## src/hw/clk_gen_pkg.sv

```systemverilog
// Package for the clock generator control block: register map, field
// positions, reset values and timing counts.
// Assumes a 25 MHz bus clock and a classic Wishbone register port.
package clk_gen_pkg;

  // ----------------------------------------------------------------
  // Register byte addresses
  // ----------------------------------------------------------------
  localparam logic [7:0] ADDR_CONTROL = 8'h00;
  localparam logic [7:0] ADDR_MULT = 8'h04;
  localparam logic [7:0] ADDR_TRIM = 8'h08;
  localparam logic [7:0] ADDR_DIVIDER = 8'h0c;
  localparam logic [7:0] ADDR_STAGE = 8'h10;
  localparam logic [7:0] ADDR_OPTION = 8'h14;

  // ----------------------------------------------------------------
  // Control and option register field positions
  // ----------------------------------------------------------------
  localparam int BIT_EGS = 0;
  localparam int BIT_EGON = 1;
  localparam int BIT_IGS = 2;
  localparam int BIT_IGON = 3;
  localparam int BIT_SEL = 4;
  localparam int BIT_MON = 5;
  localparam int BIT_RUN_STOP = 0;

  // ----------------------------------------------------------------
  // Reset values and limits
  // ----------------------------------------------------------------
  localparam logic [6:0] MULT_RST = 7'h15;
  localparam logic [7:0] TRIM_RST = 8'h80;
  localparam logic [3:0] DIV_MAX = 4'h9;

  // ----------------------------------------------------------------
  // Timing counts
  // ----------------------------------------------------------------
  localparam logic [12:0] EXT_START_CYCLES = 13'h1000;
  localparam logic [4:0] INT_SETTLE_EDGES = 5'h10;
  localparam int MON_TIMEOUT_NS = 2000;
  localparam int CLK_PERIOD_NS = 40;
  localparam logic [7:0] MON_TIMEOUT_CYC =
    8'(MON_TIMEOUT_NS / CLK_PERIOD_NS);

  // Control bits of the generator
  typedef struct packed {
    logic mon_en;
    logic clk_sel;
    logic igon;
    logic igs;
    logic egon;
    logic egs;
  } ctrl_type;

  localparam ctrl_type CTRL_RST = '{mon_en: 1'b0, clk_sel: 1'b0,
    igon: 1'b1, igs: 1'b0, egon: 1'b0, egs: 1'b0};

  // Settings handed to the analog oscillator
  typedef struct packed {
    logic [6:0] mult;
    logic [7:0] trim;
    logic [3:0] divider;
    logic [7:0] stage;
  } osc_cfg_type;

endpackage

```

## src/hw/clk_gen_ctrl.sv

```systemverilog
// Clock generator control: source select, enable/stable interlocks,
// clock monitor, external start-up count and oscillator settings.
// Assumes both oscillator clocks arrive as asynchronous pins, far
// slower than the bus clock, and software on a Wishbone classic bus.
//
// Functional notes
// - Select 1 routes external clock, 0 internal.
// - Select changes need target on and stable.
// - Internal loss or internal off forces select.
// - External loss, external off, reset clear select.
// - Internal off only when select set, monitor off.
// - Monitor, select clear or reset hold internal on.
// - Internal stable read-only, set when settled.
// - Loss, off, mult/trim write, stop clear stable.
// - External off only when select, monitor clear.
// - Monitor or select force external on.
// - External stable after 4096 external cycles.
// - Loss, off, stop or reset clear external stable.
// - Multiplier zero acts as one.
// - Monitor on blocks multiplier and trim writes.
// - Reset loads multiplier with 21.
// - Trim steps oscillator capacitance.
// - Reset loads trim mid-range.
// - Divider saturates at nine, loop drives it.
// - Loop drives stage, writes blocked while on.
// - Stage step lengthens oscillator period.
// - Reset leaves divider and stage alone.
// - Monitor enable watches both clocks.
// - Stop without run option halts clocks.
`timescale 1ns/10ps
module clk_gen_ctrl (
  input wire logic clk_i, // Bus clock, 25 MHz
  input wire logic rst_i, // Synchronous reset, active high
  input wire logic cyc_i, // Wishbone cycle
  input wire logic stb_i, // Wishbone strobe
  input wire logic we_i, // Wishbone write enable
  input wire logic [7:0] adr_i, // Wishbone byte address
  input wire logic [3:0] sel_i, // Wishbone byte selects
  input wire logic [31:0] dat_i, // Wishbone write data
  output logic [31:0] dat_o, // Wishbone read data
  output logic ack_o, // Wishbone acknowledge
  input wire logic internal_clock_i, // Internal oscillator clock
  input wire logic external_clock_i, // External oscillator clock
  input wire logic stop_i, // Stop mode request
  input wire logic [3:0] loop_div_i, // Loop filter divider value
  input wire logic [7:0] loop_stage_i, // Loop filter stage value
  output logic osc_output_clock_o, // Selected oscillator clock
  output logic clocks_halt_o, // Bus and timebase clocks held low
  output logic internal_enable_o, // Internal generator enable
  output logic external_enable_o, // External generator enable
  output clk_gen_pkg::osc_cfg_type osc_cfg_o // Oscillator settings
);
  import clk_gen_pkg::*;

  // ----------------------------------------------------------------
  // Helpers
  // ----------------------------------------------------------------

  // Zero multiplier behaves as one
  function automatic logic [6:0] eff_mult(input logic [6:0] m);
    eff_mult = (m == 7'h00) ? 7'h01 : m;
  endfunction

  // Divider codes above nine act as nine
  function automatic logic [3:0] eff_div(input logic [3:0] d);
    eff_div = (d > DIV_MAX) ? DIV_MAX : d;
  endfunction

  // ----------------------------------------------------------------
  // State
  // ----------------------------------------------------------------
  ctrl_type ctrl_q; // Control bits
  ctrl_type ctrl_d; // Next control bits
  logic [6:0] mult_q; // Multiplier factor
  logic [7:0] trim_q; // Trim factor
  logic [3:0] div_q; // Divider count, no reset
  logic [7:0] stage_q; // Stage count, no reset
  logic run_stop_q; // Keep oscillators running in stop
  logic ack_q; // Bus acknowledge
  logic [31:0] rdat_q; // Read data register
  logic [2:0] isync_q; // Internal clock synchroniser
  logic [2:0] esync_q; // External clock synchroniser
  logic ilev_q; // Filtered internal level
  logic elev_q; // Filtered external level
  logic [7:0] iidle_q; // Cycles since internal edge
  logic [7:0] eidle_q; // Cycles since external edge
  logic [4:0] icnt_q; // Internal settle edge count
  logic [12:0] ecnt_q; // External start-up cycle count
  logic out_clk_q; // Output clock register

  // ----------------------------------------------------------------
  // Bus decode
  // ----------------------------------------------------------------
  wire req = cyc_i & stb_i;
  wire wr = req & we_i & sel_i[0] & ack_q;
  wire wr_ctrl = wr & (adr_i == ADDR_CONTROL);
  wire wr_mult = wr & (adr_i == ADDR_MULT);
  wire wr_trim = wr & (adr_i == ADDR_TRIM);
  wire wr_div = wr & (adr_i == ADDR_DIVIDER);
  wire wr_stage = wr & (adr_i == ADDR_STAGE);
  wire wr_opt = wr & (adr_i == ADDR_OPTION);
  wire [7:0] wdat = dat_i[7:0];

  // ----------------------------------------------------------------
  // Clock monitor
  // ----------------------------------------------------------------
  wire iedge = (isync_q[2] == isync_q[1]) & isync_q[1] & ~ilev_q;
  wire eedge = (esync_q[2] == esync_q[1]) & esync_q[1] & ~elev_q;
  wire iidle = (iidle_q >= MON_TIMEOUT_CYC);
  wire eidle = (eidle_q >= MON_TIMEOUT_CYC);
  wire int_lost = ctrl_q.mon_en & iidle;
  wire ext_lost = ctrl_q.mon_en & eidle;
  wire halt = stop_i & ~run_stop_q;
  wire igs_clr = int_lost | ~ctrl_q.igon | wr_mult | wr_trim | halt;

  // ----------------------------------------------------------------
  // Interlocked control bits
  // ----------------------------------------------------------------
  wire sw_sel = wdat[BIT_SEL];
  wire sw_igon = wdat[BIT_IGON];
  wire sw_egon = wdat[BIT_EGON];
  wire sw_mon = wdat[BIT_MON];
  // Select may rise only with external on and stable
  wire sel_set_ok = ctrl_q.egon & ctrl_q.egs;
  // Select may fall only with internal on and stable
  wire sel_clr_ok = ctrl_q.igon & ctrl_q.igs;
  wire igon_clr_ok = ctrl_q.clk_sel & ~ctrl_q.mon_en;
  wire egon_clr_ok = ~ctrl_q.clk_sel & ~ctrl_q.mon_en;
  wire mon_set_ok = ctrl_q.igon & ctrl_q.egon & ctrl_q.igs
    & ctrl_q.egs;

  // Next value of every control bit, forces last so they win
  always_comb begin
    ctrl_d = ctrl_q;
    // Software requests
    if (wr_ctrl) begin
      if (sw_sel & ~ctrl_q.clk_sel & sel_set_ok) begin
        ctrl_d.clk_sel = 1'b1;
      end else if (~sw_sel & ctrl_q.clk_sel & sel_clr_ok) begin
        ctrl_d.clk_sel = 1'b0;
      end
      if (sw_igon) begin
        ctrl_d.igon = 1'b1;
      end else if (igon_clr_ok) begin
        ctrl_d.igon = 1'b0;
      end
      if (sw_egon) begin
        ctrl_d.egon = 1'b1;
      end else if (egon_clr_ok) begin
        ctrl_d.egon = 1'b0;
      end
      if (sw_mon & mon_set_ok) begin
        ctrl_d.mon_en = 1'b1;
      end else if (~sw_mon) begin
        ctrl_d.mon_en = 1'b0;
      end
    end
    // Forced select, external absence wins over internal
    if (int_lost | ~ctrl_q.igon) begin
      ctrl_d.clk_sel = 1'b1;
    end
    if (ext_lost | ~ctrl_q.egon) begin
      ctrl_d.clk_sel = 1'b0;
    end
    // Forced generator enables
    if (ctrl_q.mon_en | ~ctrl_q.clk_sel) begin
      ctrl_d.igon = 1'b1;
    end
    if (ctrl_q.mon_en | ctrl_q.clk_sel) begin
      ctrl_d.egon = 1'b1;
    end
    // Monitor needs both generators and no halt
    if (~ctrl_q.igon | ~ctrl_q.egon | halt) begin
      ctrl_d.mon_en = 1'b0;
    end
    // Internal stable after settling edges
    if (icnt_q == INT_SETTLE_EDGES) begin
      ctrl_d.igs = 1'b1;
    end
    if (igs_clr) begin
      ctrl_d.igs = 1'b0;
    end
    // External stable after start-up count
    ctrl_d.egs = (ecnt_q == EXT_START_CYCLES);
    if (ext_lost | ~ctrl_q.egon | halt) begin
      ctrl_d.egs = 1'b0;
    end
  end

  // Control register
  always_ff @(posedge clk_i) begin
    if (rst_i) begin
      ctrl_q <= CTRL_RST;
    end else begin
      ctrl_q <= ctrl_d;
    end
  end

  // ----------------------------------------------------------------
  // Clock pin synchronisers and edge filters
  // ----------------------------------------------------------------

  // Three flops per pin; level changes when stages two and three agree
  always_ff @(posedge clk_i) begin
    if (rst_i) begin
      isync_q <= 3'h0;
      esync_q <= 3'h0;
      ilev_q <= 1'b0;
      elev_q <= 1'b0;
    end else begin
      isync_q <= {isync_q[1:0], internal_clock_i};
      esync_q <= {esync_q[1:0], external_clock_i};
      if (isync_q[2] == isync_q[1]) begin
        ilev_q <= isync_q[1];
      end
      if (esync_q[2] == esync_q[1]) begin
        elev_q <= esync_q[1];
      end
    end
  end

  // Inactivity timers, restarted by each rising edge
  always_ff @(posedge clk_i) begin
    if (rst_i) begin
      iidle_q <= 8'h00;
      eidle_q <= 8'h00;
    end else begin
      if (iedge) begin
        iidle_q <= 8'h00;
      end else if (!iidle) begin
        iidle_q <= iidle_q + 8'h01;
      end
      if (eedge) begin
        eidle_q <= 8'h00;
      end else if (!eidle) begin
        eidle_q <= eidle_q + 8'h01;
      end
    end
  end

  // ----------------------------------------------------------------
  // Stability counters
  // ----------------------------------------------------------------

  // Internal settle count restarts whenever stable is forced low
  always_ff @(posedge clk_i) begin
    if (rst_i) begin
      icnt_q <= 5'h00;
    end else if (igs_clr) begin
      icnt_q <= 5'h00;
    end else if (iedge && icnt_q != INT_SETTLE_EDGES) begin
      icnt_q <= icnt_q + 5'h01;
    end
  end

  // External start-up count of external clock cycles
  always_ff @(posedge clk_i) begin
    if (rst_i) begin
      ecnt_q <= 13'h0000;
    end else if (~ctrl_q.egon | halt | ext_lost) begin
      ecnt_q <= 13'h0000;
    end else if (eedge && ecnt_q != EXT_START_CYCLES) begin
      ecnt_q <= ecnt_q + 13'h0001;
    end
  end

  // ----------------------------------------------------------------
  // Oscillator settings
  // ----------------------------------------------------------------

  // Multiplier and trim, locked while the monitor runs
  always_ff @(posedge clk_i) begin
    if (rst_i) begin
      mult_q <= MULT_RST;
      trim_q <= TRIM_RST;
      run_stop_q <= 1'b0;
    end else begin
      if (wr_mult && !ctrl_q.mon_en) begin
        mult_q <= wdat[6:0];
      end
      if (wr_trim && !ctrl_q.mon_en) begin
        trim_q <= wdat;
      end
      if (wr_opt) begin
        run_stop_q <= wdat[BIT_RUN_STOP];
      end
    end
  end

  // Divider and stage keep running through reset
  always_ff @(posedge clk_i) begin
    if (ctrl_q.igon) begin
      div_q <= loop_div_i;
      stage_q <= loop_stage_i;
    end else begin
      if (wr_div) begin
        div_q <= wdat[3:0];
      end
      if (wr_stage) begin
        stage_q <= wdat;
      end
    end
  end

  // Effective settings to the oscillator
  assign osc_cfg_o = '{
    mult: eff_mult(mult_q),
    trim: trim_q,
    divider: eff_div(div_q),
    stage: stage_q
  };
  assign internal_enable_o = ctrl_q.igon & ~halt;
  assign external_enable_o = ctrl_q.egon & ~halt;
  assign clocks_halt_o = halt;

  // ----------------------------------------------------------------
  // Output clock select
  // ----------------------------------------------------------------

  // Registered mux of the filtered levels, held low in halt
  always_ff @(posedge clk_i) begin
    if (rst_i || halt) begin
      out_clk_q <= 1'b0;
    end else if (ctrl_q.clk_sel) begin
      out_clk_q <= elev_q;
    end else begin
      out_clk_q <= ilev_q;
    end
  end
  assign osc_output_clock_o = out_clk_q;

  // ----------------------------------------------------------------
  // Wishbone slave
  // ----------------------------------------------------------------
  wire [7:0] ctrl_rd = {2'b00, ctrl_q};
  wire [7:0] rd_mux =
    (adr_i == ADDR_CONTROL) ? ctrl_rd :
    (adr_i == ADDR_MULT) ? {1'b0, mult_q} :
    (adr_i == ADDR_TRIM) ? trim_q :
    (adr_i == ADDR_DIVIDER) ? {4'h0, div_q} :
    (adr_i == ADDR_STAGE) ? stage_q :
    (adr_i == ADDR_OPTION) ? {7'h00, run_stop_q} : 8'h00;

  // One-cycle ack, one cycle after the request appears
  always_ff @(posedge clk_i) begin
    if (rst_i) begin
      ack_q <= 1'b0;
      rdat_q <= 32'h0000_0000;
    end else begin
      ack_q <= req & ~ack_q;
      rdat_q <= {24'h00_0000, rd_mux};
    end
  end
  assign ack_o = ack_q;
  assign dat_o = rdat_q;

  // ----------------------------------------------------------------
  // Checks
  // ----------------------------------------------------------------
  a_sel_ext_loss: assert property (@(posedge clk_i) disable iff (rst_i)
    (ext_lost | ~ctrl_q.egon) |=> !ctrl_q.clk_sel)
    else $error("select not cleared on external loss");
  a_sel_int_loss: assert property (@(posedge clk_i) disable iff (rst_i)
    (ctrl_q.egon & ~ext_lost & int_lost) |=> ctrl_q.clk_sel)
    else $error("select not set on internal loss");
  a_sel_rise_guard: assert property (@(posedge clk_i)
    disable iff (rst_i)
    $rose(ctrl_q.clk_sel) |-> $past(sel_set_ok | int_lost
    | ~ctrl_q.igon))
    else $error("select rose without external ready");
  a_igon_held: assert property (@(posedge clk_i) disable iff (rst_i)
    (ctrl_q.mon_en | ~ctrl_q.clk_sel) |=> ctrl_q.igon)
    else $error("internal generator dropped");
  a_egon_held: assert property (@(posedge clk_i) disable iff (rst_i)
    (ctrl_q.mon_en | ctrl_q.clk_sel) |=> ctrl_q.egon)
    else $error("external generator dropped");
  a_reset_values: assert property (@(posedge clk_i)
    rst_i |=> (ctrl_q == CTRL_RST && mult_q == MULT_RST
    && trim_q == TRIM_RST))
    else $error("reset values wrong");
  a_mult_locked: assert property (@(posedge clk_i) disable iff (rst_i)
    ((wr_mult | wr_trim) & ctrl_q.mon_en) |=>
    ($stable(mult_q) && $stable(trim_q)))
    else $error("locked setting was written");
  a_igs_clear: assert property (@(posedge clk_i) disable iff (rst_i)
    (wr_mult | wr_trim) |=> !ctrl_q.igs ##1 !ctrl_q.igs)
    else $error("internal stable survived a write");
  a_egs_count: assert property (@(posedge clk_i) disable iff (rst_i)
    ctrl_q.egs |-> $past(ecnt_q) == EXT_START_CYCLES)
    else $error("external stable before start-up count");
  a_halt_low: assert property (@(posedge clk_i) disable iff (rst_i)
    halt |=> !osc_output_clock_o)
    else $error("output clock ran in stop");
  a_stage_loop: assert property (@(posedge clk_i)
    ctrl_q.igon |=> stage_q == $past(loop_stage_i))
    else $error("stage not following loop filter");

endmodule

```

## config.mk

```make
export PLATFORM = sky130hd
export DESIGN_NAME = clk_gen_ctrl
export DESIGN_NICKNAME = d
export VERILOG_FILES = /design/src/hw/clk_gen_pkg.sv /design/src/hw/clk_gen_ctrl.sv
export SDC_FILE = /design/constraint.sdc
export NUM_CORES = 1
export LEC_CHECK = 0
export ABC_AREA = 1
export BUFFER_PORTS_ARGS = -buffer_cell sky130_fd_sc_hd__clkbuf_2
export CORE_AREA = 2 2 96 98
export CTS_CLUSTER_SIZE = 10
export DETAILED_ROUTE_END_ITERATION = 8
export DIE_AREA = 0 0 98 100
export PLACE_DENSITY = 0.78
export SETUP_SLACK_MARGIN = 0.3
export SLEW_MARGIN = 10
export SYNTH_ARGS = -nofsm -noshare
export SYNTH_HDL_FRONTEND = slang
export SYNTH_SLANG_ARGS = --single-unit
```

## constraint.sdc

```tcl
create_clock -name clk_i -period 2 [get_ports clk_i]
set_input_delay 0.2 -clock clk_i [delete_from_list [all_inputs] [get_ports clk_i]]
set_output_delay 0.2 -clock clk_i [all_outputs]
set_load 0.005 [all_outputs]
```

==> impl_metrics.py, run 1 <==
metrics = {
    "critical_path": {
        "critPathMaxStageDelay_ns": 0.35,
        "path_class": "flop to primary output",
        "required_ns": 1.80,
        "cp_max_fo": 4,
        "end_kind": "primary output",
        "start_kind": "flop",
        "worst_path_most_repeated_cell": "inv_1",
        "crit_family": "simple AND/OR/NAND/NOR gates",
        "r2r-start": "ack_o",
        "crit_buf_inv": 3,
        "slowest_stage": "dfxtp_1",
        "critPathLaunch": "run_stop_q",
        "worstPathCellList": "inv_1 -> nand2_2 -> inv_1 -> nor2_1 -> clkbuf_2",
        "arrival_ns": 1.40,
    },
    "flow_run": {
        "cap_violations": 0,
    },
    "drt": {
        "vias_per_cell": 5.011,
        "drt_pass1_iterations": 5,
        "finalWirelength_um": 10300,
        "drc": 0,
        "final_antenna_net_count": 0,
        "via_count": 4049,
        "avgRoutedWirePerCell_um": 12.75,
        "drtIter0Drc": 166,
    },
    "cells_and_area": {
        "fin_nets": 766,
        "final_common_cell": "nand2_1",
        "syn2layout_area_growth_pct": 15.35,
        "layout-drive-gt1-share": 0.2095,
        "mostFrequentLayoutCells": "158 x nand2_1, 76 x clkbuf_2, 72 x dfxtp_1",
        "finish.utilization": 0.5752,
        "design_area_um2": 5114,
        "fillCellCount": 822,
        "n_antenna_cell": 0,
    },
    "global_route": {
        "grt-ovfl-total": 0,
        "antenna_found_initial": 0,
        "grt_pass1_wl_um": 16650,
        "grt_pass1_vias": 3676,
        "grtUsageTotal": 0.2100,
        "grt_max_degree": 19,
    },
    "synth": {
        "yosysWarnings": 0,
        "synthFlopType": "dfxtp_1",
        "synth_cells": 614,
        "syn-cell-area_um2": 4433,
        "yosysSeqAreaShare": 0.4155,
        "async_reset_ff_frac": 0,
        "synth-edff-count": 12,
        "synth_cell_type_count": 38,
        "synth_seq_cells": 86,
        "syn_avg_cell_area_um2": 7.220,
    },
    "floorplan": {
        "rows": 35,
        "core_um2": 8890,
        "start_util": 0.4987,
        "dieHeight_um": 100,
        "ios": 128,
        "die_w_um": 98,
        "dieArea_um2": 9800,
    },
    "hold_path": {
        "hold_path.class": "primary input to flop",
        "hold_path_startpoint": "external_clock_i",
    },
    "power_and_ir_drop": {
        "ir_worst_vdd_mv": 0.3870,
        "leakage_uw": 0.002209,
        "p_per_area_nw_per_um2": 642.6,
    },
    "place": {
        "portBuffers": 76,
        "dp_hpwl_um": 7663,
        "globalplace.congestion": 0.9180,
        "place_area_um2": 4827,
    },
    "sta": {
        "fin_crit_ns": 1.604,
        "rsz0062_at_grt": "yes",
        "worstMarginPinSlew_ns": 0.5947,
        "fmax_mhz": 623.3,
        "setup_viol": 0,
        "hold_violations": 0,
        "period_share": 0.8022,
        "finalMaxSlewViolations": 0,
        "max_slew_margin": 0.6009,
        "setup-tns-final_ns": 0,
        "finClkSkew_ns": 0.01078,
    },
    "clocking": {
        "clock_latency_ns": 0.37,
        "numCtsBuffers": 9,
        "clock_sinks": 86,
        "cts.htree.levels": 3,
        "clk_pin_slew_ns": 0.09,
        "cts_root_buf": "clkbuf_8",
        "cts_tree": "done",
        "clockBufferDepth": 2,
    },
    "run_status": {
        "status": "completed",
    },
}
## flip-flops by register name (all words and copies together) (netlist names), 3 cells and up
| name | flops |
|---|---|
| ctrl_q | 6 |
| dat_o | 8 |
| div_q | 4 |
| ecnt_q | 13 |
| eidle_q | 8 |
| esync_q | 3 |
| icnt_q | 5 |
| iidle_q | 8 |
| isync_q | 3 |
| mult_q | 7 |
| stage_q | 8 |
| trim_q | 8 |
## timing repair
| action | CTS | global route |
|---|---|---|
| cloned | 0 | 1 |
| setup endpoints to repair | 14 | 23 |
| pin swaps | 0 | 3 |
| hold buffers | 0 | 0 |
| setup buffers | 0 | 1 |
| gates resized for setup | 1 | 12 |
## cell usage after synthesis (7+ instances only)
cell type  number  area, um^2
nand2_1       161       604.3
dfxtp_1        74        1481
nor2_1         70       262.8
inv_1          68       255.2
nand3_1        45       225.2
a21oi_1        41       205.2
buf_4          26       195.2
o21ai_0        15       75.07
a21oi_2        12       105.1
edfxtp_1       12       360.4
clkbuf_1       10       37.54
ha_1           10       125.1
nand4_1         9       56.30
xnor2_1         9       78.83
nor2_2          7       43.79
## report_power, final
part	switching [uW]	leakage, uW	internal, uW
Combinational	126	0.00138	82.2
Clock	681	0.000101	591
Sequential	25.6	0.000726	1780
## cells by family (layout without fill, tap and decap cells)
| group | count (synthesis) | count (layout) | synth area share |
|---|---|---|---|
| fa+ha+maj | 10 | 10 | 0.02822 |
| compound gates | 79 | 79 | 0.1053 |
| buf+inv | 114 | 173 | 0.1231 |
| flops | 86 | 86 | 0.4155 |
| simple gates | 310 | 311 | 0.2995 |
| xor+xnor | 14 | 14 | 0.02766 |
| other cells | 1 | 24 | 0.0008459 |
## per-stage QoR
step / std cells / hold slack, ns / total power (uW) / setup slack [ns]
2_1_floorplan: 637 / 0.3070 / 1985 / 0.3856
3_3_place_gp: 790 / 0.3945 / 2040 / 0.3101
3_5_place_dp: 790 / 0.3954 / 2046 / 0.2550
4_1_cts: 806 / 0.007637 / 3293 / 0.3134
5_1_grt: 808 / 0.01574 / 3402 / 0.2983
6_report: 808 / 0.01645 / 3286 / 0.3957
## final timing paths
path | end | slack [ns] | depth (start not counted)
max | internal_enable_o | 0.40 | 5
max reg2reg | trim_q[5] | 0.43 | 7
min | esync_q[0] | 0.02 | 3
min reg2reg | isync_q[1] | 0.40 | 2
## per-layer routing
metal | vias up | wire [um] | track usage
met5 | - | 0 | 0
met4 | 0 | 237 | 0.08440
met3 | 20 | 727 | 0.04944
met2 | 149 | 4971 | 0.3541
met1 | 1824 | 4365 | 0.2611
li1 | 2056 | - | -
## worst min-delay path, stage by stage
cell and delay (ns):
clkbuf_2 0.08, inv_1 0.04, nor2_1 0.03
## cell type report
type | instances | area [um^2] | share of cell area
clock buffers | 9 | 123.9 | 0.02422
well taps | 111 | 138.9 | 0.02716
inverters | 71 | 270.3 | 0.05285
multi-input cells | 438 | 2190 | 0.4282
repair buffers | 86 | 467.9 | 0.09151
flip-flops and latches | 86 | 1844 | 0.3607
clock inverters | 7 | 78.83 | 0.01541
No activity file was read; power rests on OpenSTA's default activity.
==> run 2, diff against run 1 <==
--- a/config.mk
+++ b/config.mk
@@ -7,11 +7,11 @@
 export LEC_CHECK = 0
 export ABC_AREA = 1
 export BUFFER_PORTS_ARGS = -buffer_cell sky130_fd_sc_hd__clkbuf_2
-export CORE_AREA = 2 2 96 98
+export CORE_AREA = 2 2 101 103
 export CTS_CLUSTER_SIZE = 10
 export DETAILED_ROUTE_END_ITERATION = 8
-export DIE_AREA = 0 0 98 100
-export PLACE_DENSITY = 0.78
+export DIE_AREA = 0 0 103 105
+export PLACE_DENSITY = 0.74
 export SETUP_SLACK_MARGIN = 0.3
 export SLEW_MARGIN = 10
 export SYNTH_ARGS = -nofsm -noshare
==> constraint.sdc (replaced) <==
create_clock -name clk_i -period 1.3 [get_ports clk_i]
set_input_delay 0.13 -clock clk_i [delete_from_list [all_inputs] [get_ports clk_i]]
set_output_delay 0.13 -clock clk_i [all_outputs]
set_load 0.005 [all_outputs]
==> run 2 against run 1 <==
Effect of this change:
- the run now ends with negative setup slack left
- flip-flop and latch count is the same
- final area rose by 30%
- via count rose by 17%
- non-clock buffer count increased by 79
- clock skew is 0.00066 ns lower
- critical path depth is 5 higher
- critical endpoint is now ctrl_q[4]
- largest power group unchanged
==> impl_metrics.py, run 2 (synthesis results as in run 1) <==
metrics = {
    "sta": {
        "rsz0062_at_grt": "yes",
        "hold_ws_ns": 0.01592,
        "timing.final.ws_setup_ns": -0.1176,
        "fin_crit_ns": 1.418,
        "fmax_mhz": 705.4,
        "period_share": 1.090,
        "hold_violations": 0,
        "setup_viol": 40,
        "finClkSkew_ns": 0.01012,
        "finalMaxSlewViolations": 0,
    },
    "floorplan": {
        "die_w_um": 103,
        "dieArea_um2": 10820,
        "dieHeight_um": 105,
        "core_um2": 9639,
        "start_util": 0.4599,
        "rows": 36,
        "ios": 128,
    },
    "clocking": {
        "clk_pin_slew_ns": 0.09,
        "cts_tree": "done",
        "clockBufferDepth": 2,
        "cts_root_buf": "clkbuf_8",
        "numCtsBuffers": 9,
        "clock_sinks": 86,
        "clock_latency_ns": 0.37,
        "cts.htree.levels": 3,
    },
    "critical_path": {
        "crit_family": "simple AND/OR/NAND/NOR gates",
        "crit_buf_inv": 2,
        "critPathMaxStageDelay_ns": 0.35,
        "worst_path_most_repeated_cell": "nand2_4",
        "required_ns": 1.57,
        "slowest_stage": "dfxtp_2",
        "reg2regPathDepth": 10,
        "path_class": "flop to flop",
        "cp.depth": 10,
        "worstPathCellList": "buf_4 -> nor2_2 -> nand2_2 -> nand2_4 -> nand2_4 -> nand2_4 -> buf_6 -> nand2_2 -> nor2_2 -> a21oi_2",
        "arrival_ns": 1.69,
        "start_kind": "flop",
        "cp_max_fo": 4,
        "end_kind": "flop",
    },
    "place": {
        "placed_cells": 857,
        "dp_hpwl_um": 8766,
        "globalplace.congestion": 0.9271,
        "dp_worst_setup_slack_ns": -0.1262,
        "portBuffers": 76,
    },
    "power_and_ir_drop": {
        "leakage_uw": 0.002808,
        "switching_power_uw": 1305,
        "seqPwrFrac": 0.541,
        "switching_share": 0.2550,
        "combinationalPowerShare": 0.105,
        "ir_worst_vdd_mv": 0.4321,
        "p_per_area_nw_per_um2": 770.5,
        "p_int_uw": 3812,
        "clkPwrFrac": 0.354,
    },
    "cells_and_area": {
        "instances_no_fill": 908,
        "n_antenna_cell": 0,
        "largest_reg_flops": 13,
        "syn2layout_area_growth_pct": 49.79,
        "fillCellCount": 698,
        "finish.utilization": 0.6889,
        "final_common_cell": "nand2_1",
        "largest_register": "ecnt_q",
        "mostFrequentLayoutCells": "123 x nand2_1, 64 x clkbuf_2, 55 x inv_1",
        "layout-drive-gt1-share": 0.4852,
        "fin_nets": 844,
    },
    "drt": {
        "wl_met3_um": 912,
        "drc": 0,
        "dr_wl_met2_um": 7379,
        "avgRoutedWirePerCell_um": 15.79,
        "highest_layer": "met4",
        "vias_per_cell": 5.198,
        "via_count": 4720,
        "finalWirelength_um": 14340,
        "drt_pass1_iterations": 5,
        "drtIter0Drc": 280,
        "drt-met1-wl_um": 5466,
        "final_antenna_net_count": 0,
    },
    "flow_run": {
        "cap_violations": 0,
    },
    "global_route": {
        "grt_pass1_vias": 4508,
        "grt-ovfl-total": 0,
        "grt_max_degree": 20,
        "antenna_found_initial": 0,
        "grtUsageTotal": 0.2454,
        "grt_pass1_wl_um": 21030,
    },
    "run_status": {
        "status": "complete, but fails checks",
        "violations": "negative setup slack",
    },
    "hold_path": {
        "hold_path.class": "primary input to flop",
        "holdPathStages": 3,
    },
}
[run 2: metrics by stage]
stage,setup TNS (ns),power [uW],cell area [um^2]
finish,-2.066,5117,6640
global route,-5.014,5277,6640
CTS,-1.212,5031,6091
detailed placement,-2.494,3214,5359
global placement,-0.8204,3200,5359
floorplan,0,3075,4637
[run 2: area by class of cell]
class / instances / area [um^2] / area share
multi-input combinational: 437 / 2828 / 0.4259
sequential: 86 / 1898 / 0.2858
timing repair buffer: 165 / 1260 / 0.1897
inverter: 71 / 301.5 / 0.04541
clock buffer: 13 / 168.9 / 0.02544
tap: 133 / 166.4 / 0.02506
clock inverter: 3 / 17.52 / 0.002638
[run 2: repair_timing]
action                     CTS  global route
pin swaps                   45            39
buffers inserted            19            13
resized for setup          127           121
gates cloned                 1             0
hold buffers                 2             0
hold endpoints to repair     2             0
setup endpoints to repair  104           103
[run 2: power by group through the flow]
stage | registers (uW) | clock network [uW] | logic, uW
6_report | 2770 | 1810 | 537
5_1_grt | 2770 | 1920 | 580
4_1_cts | 2770 | 1820 | 440
3_5_place_dp | 2840 | 0 | 377
3_3_place_gp | 2830 | 0 | 366
2_1_floorplan | 2840 | 0 | 239
[run 2: layer usage]
layer / track usage / vias to the layer above
met5: 0 / -
met4: 0.1118 / 0
met3: 0.05217 / 58
met2: 0.4137 / 203
met1: 0.2942 / 2236
li1: - / 2223
[run 2: path summary, 6_finish.rpt]
kind	from	end	slack, ns
setup / recovery	iidle_q[1]	ctrl_q[4]	-0.12
hold / removal	dat_i[7]	trim_q[7]	0.02
setup reg to reg	iidle_q[1]	ctrl_q[4]	-0.12
hold reg to reg	isync_q[0]	isync_q[1]	0.39
[run 2: worst register-to-register path, delay by kind of cell (launching register included)]
kind,cells,cell delay [ns]
simple gates,7,0.66
flops,1,0.35
buf+inv,2,0.24
compound gates,1,0.08
==> run 3, diff against run 2 <==
--- a/config.mk
+++ b/config.mk
@@ -11,6 +11,7 @@
 export CTS_CLUSTER_SIZE = 10
 export DETAILED_ROUTE_END_ITERATION = 8
 export DIE_AREA = 0 0 103 105
+export HOLD_SLACK_MARGIN = 0.06
 export PLACE_DENSITY = 0.74
 export SETUP_SLACK_MARGIN = 0.3
 export SLEW_MARGIN = 10
==> run 3 against run 2 <==
Effect of this change:
- worst setup slack improved by 0.027 ns
- largest cell class unchanged
- combinational power rose by 8.9%
- the run still ends with negative setup slack left
- worst hold slack improved by 0.051 ns
- count of clock-buffer cells in the layout did not move
- critical path depth fell by 7
- register-to-register slack improved by 0.03 ns
==> impl_metrics.py, run 3 (synthesis results as in run 1) <==
metrics = {
    "drt": {
        "vias_per_cell": 5.228,
        "drc": 0,
        "drt_pass1_iterations": 5,
        "via_count": 4820,
        "avgRoutedWirePerCell_um": 16.02,
        "final_antenna_net_count": 0,
        "drtIter0Drc": 284,
        "finalWirelength_um": 14770,
    },
    "sta": {
        "period_share": 1.070,
        "fmax_mhz": 719.2,
        "finalMaxSlewViolations": 0,
        "setup-tns-final_ns": -2.028,
        "rsz0062_at_grt": "yes",
        "setup_viol": 45,
        "finClkSkew_ns": 0.01444,
        "fin_crit_ns": 1.390,
        "timing.final.ws_setup_ns": -0.09050,
        "hold_violations": 0,
    },
    "clocking": {
        "cts_root_buf": "clkbuf_8",
        "clk_pin_slew_ns": 0.09,
        "clock_latency_ns": 0.37,
        "numCtsBuffers": 9,
        "clock_sinks": 86,
        "clockBufferDepth": 2,
        "cts_tree": "done",
        "cts.htree.levels": 3,
    },
    "hold_path": {
        "min_to": "stage_q[4]",
        "hold_path_startpoint": "loop_stage_i[4]",
        "holdPathStages": 3,
        "hold_path.class": "primary input to flop",
    },
    "critical_path": {
        "start_kind": "flop",
        "path_class": "flop to primary output",
        "required_ns": 1.17,
        "end_kind": "primary output",
        "r2r-start": "eidle_q[0]",
        "r2r-end": "ecnt_q[5]",
        "reg2regPathDepth": 10,
        "arrival_ns": 1.26,
        "reg2reg_setup_slack_ns": -0.09,
        "cp_max_fo": 2,
    },
    "global_route": {
        "grt_pass1_wl_um": 21400,
        "grt-ovfl-total": 0,
        "antenna_found_initial": 0,
        "grt_max_degree": 20,
        "grtUsageTotal": 0.2490,
        "grt_pass1_vias": 4601,
    },
    "floorplan": {
        "dieHeight_um": 105,
        "dieArea_um2": 10820,
        "rows": 36,
        "ios": 128,
        "core_um2": 9639,
        "die_w_um": 103,
        "start_util": 0.4599,
    },
    "cells_and_area": {
        "finish.utilization": 0.7061,
        "final_common_cell": "nand2_1",
        "n_antenna_cell": 0,
        "syn2layout_area_growth_pct": 53.54,
        "largest_register": "ecnt_q",
        "layout-drive-gt1-share": 0.4766,
        "fillCellCount": 674,
        "fin_nets": 858,
        "mostFrequentLayoutCells": "123 x nand2_1, 64 x clkbuf_2, 55 x inv_1",
        "largest_reg_flops": 13,
    },
    "place": {
        "dp_hpwl_um": 8766,
        "globalplace.congestion": 0.9271,
        "dp_worst_setup_slack_ns": -0.1262,
        "portBuffers": 76,
    },
    "power_and_ir_drop": {
        "switching_power_uw": 1339,
        "ir_worst_vdd_mv": 0.3988,
        "p_total_uw": 5182,
        "seqPwrFrac": 0.534,
        "switching_share": 0.2584,
        "combinationalPowerShare": 0.113,
        "p_int_uw": 3843,
        "clkPwrFrac": 0.353,
        "p_per_area_nw_per_um2": 761.3,
        "leakage_uw": 0.002857,
    },
    "run_status": {
        "violations": "negative setup slack",
        "status": "complete, but fails checks",
    },
    "flow_run": {
        "cap_violations": 0,
    },
}
## run 3: cell count changes in the layout (fill, tap and decap cells not counted), sizes merged
cell         before  now
dlygate4sd3       2   17
buf              99   98
## run 3: area by class of cell
| class | instances | area [um^2] | share of cell area |
|---|---|---|---|
| multi-input combinational | 437 | 2859 | 0.4200 |
| timing repair buffer | 179 | 1395 | 0.2050 |
| clock buffer | 13 | 168.9 | 0.02482 |
| tap | 133 | 166.4 | 0.02445 |
| inverter | 71 | 301.5 | 0.04430 |
| clock inverter | 3 | 17.52 | 0.002574 |
| sequential | 86 | 1898 | 0.2789 |
## run 3: timing repair
| action | CTS | global route |
|---|---|---|
| setup endpoints to repair | 104 | 103 |
| buffers inserted | 19 | 12 |
| gates cloned | 1 | 0 |
| pin swaps | 45 | 37 |
| gates resized for setup | 127 | 124 |
| hold endpoints to repair | 17 | 0 |
| hold buffers | 17 | 0 |
## run 3: metrics by stage
| stage | hold slack (ns) | instances | area [um^2] |
|---|---|---|---|
| 3_5_place_dp | 0.3301 | 857 | 5359 |
| 2_1_floorplan | 0.2370 | 637 | 4637 |
| 6_report | 0.06679 | 922 | 6807 |
| 5_1_grt | 0.08760 | 922 | 6807 |
| 3_3_place_gp | 0.3239 | 857 | 5359 |
| 4_1_cts | 0.06741 | 910 | 6241 |
## run 3: power groups by stage
stage | clock network (uW) | registers [uW] | logic [uW]
floorplan | 0 | 2840 | 239
global placement | 0 | 2830 | 366
detailed placement | 0 | 2840 | 377
CTS | 1820 | 2770 | 475
global route | 1950 | 2770 | 628
finish | 1830 | 2770 | 585
## run 3: how the worst max path moves through the flow
| stage | start | to | slack (ns) | depth (start not counted) |
|---|---|---|---|---|
| 2_1_floorplan | eidle_q[0] | ecnt_q[5] | 0.01 | 10 |
| 3_3_place_gp | adr_i[1] | stage_q[5] | -0.06 | 6 |
| 3_5_place_dp | adr_i[1] | stage_q[1] | -0.13 | 6 |
| 4_1_cts | mult_q[3] | osc_cfg_o[20] | -0.1 | 3 |
| 5_1_grt | ecnt_q[1] | ecnt_q[5] | -0.19 | 7 |
| 6_report | mult_q[3] | osc_cfg_o[20] | -0.09 | 3 |
## run 3: critical path, stage by stage (launching register included)
cell	delay [ns]
dfxtp_2	0.35
nor4_4	0.26
a31o_2	0.19
clkbuf_2	0.11
## run 3: metal layers
layer	routed length, um	up-vias	GRT usage
met5	0	-	0
met4	561	0	0.1203
met3	958	58	0.05284
met2	7556	195	0.4174
met1	5693	2307	0.2976
li1	-	2260	-
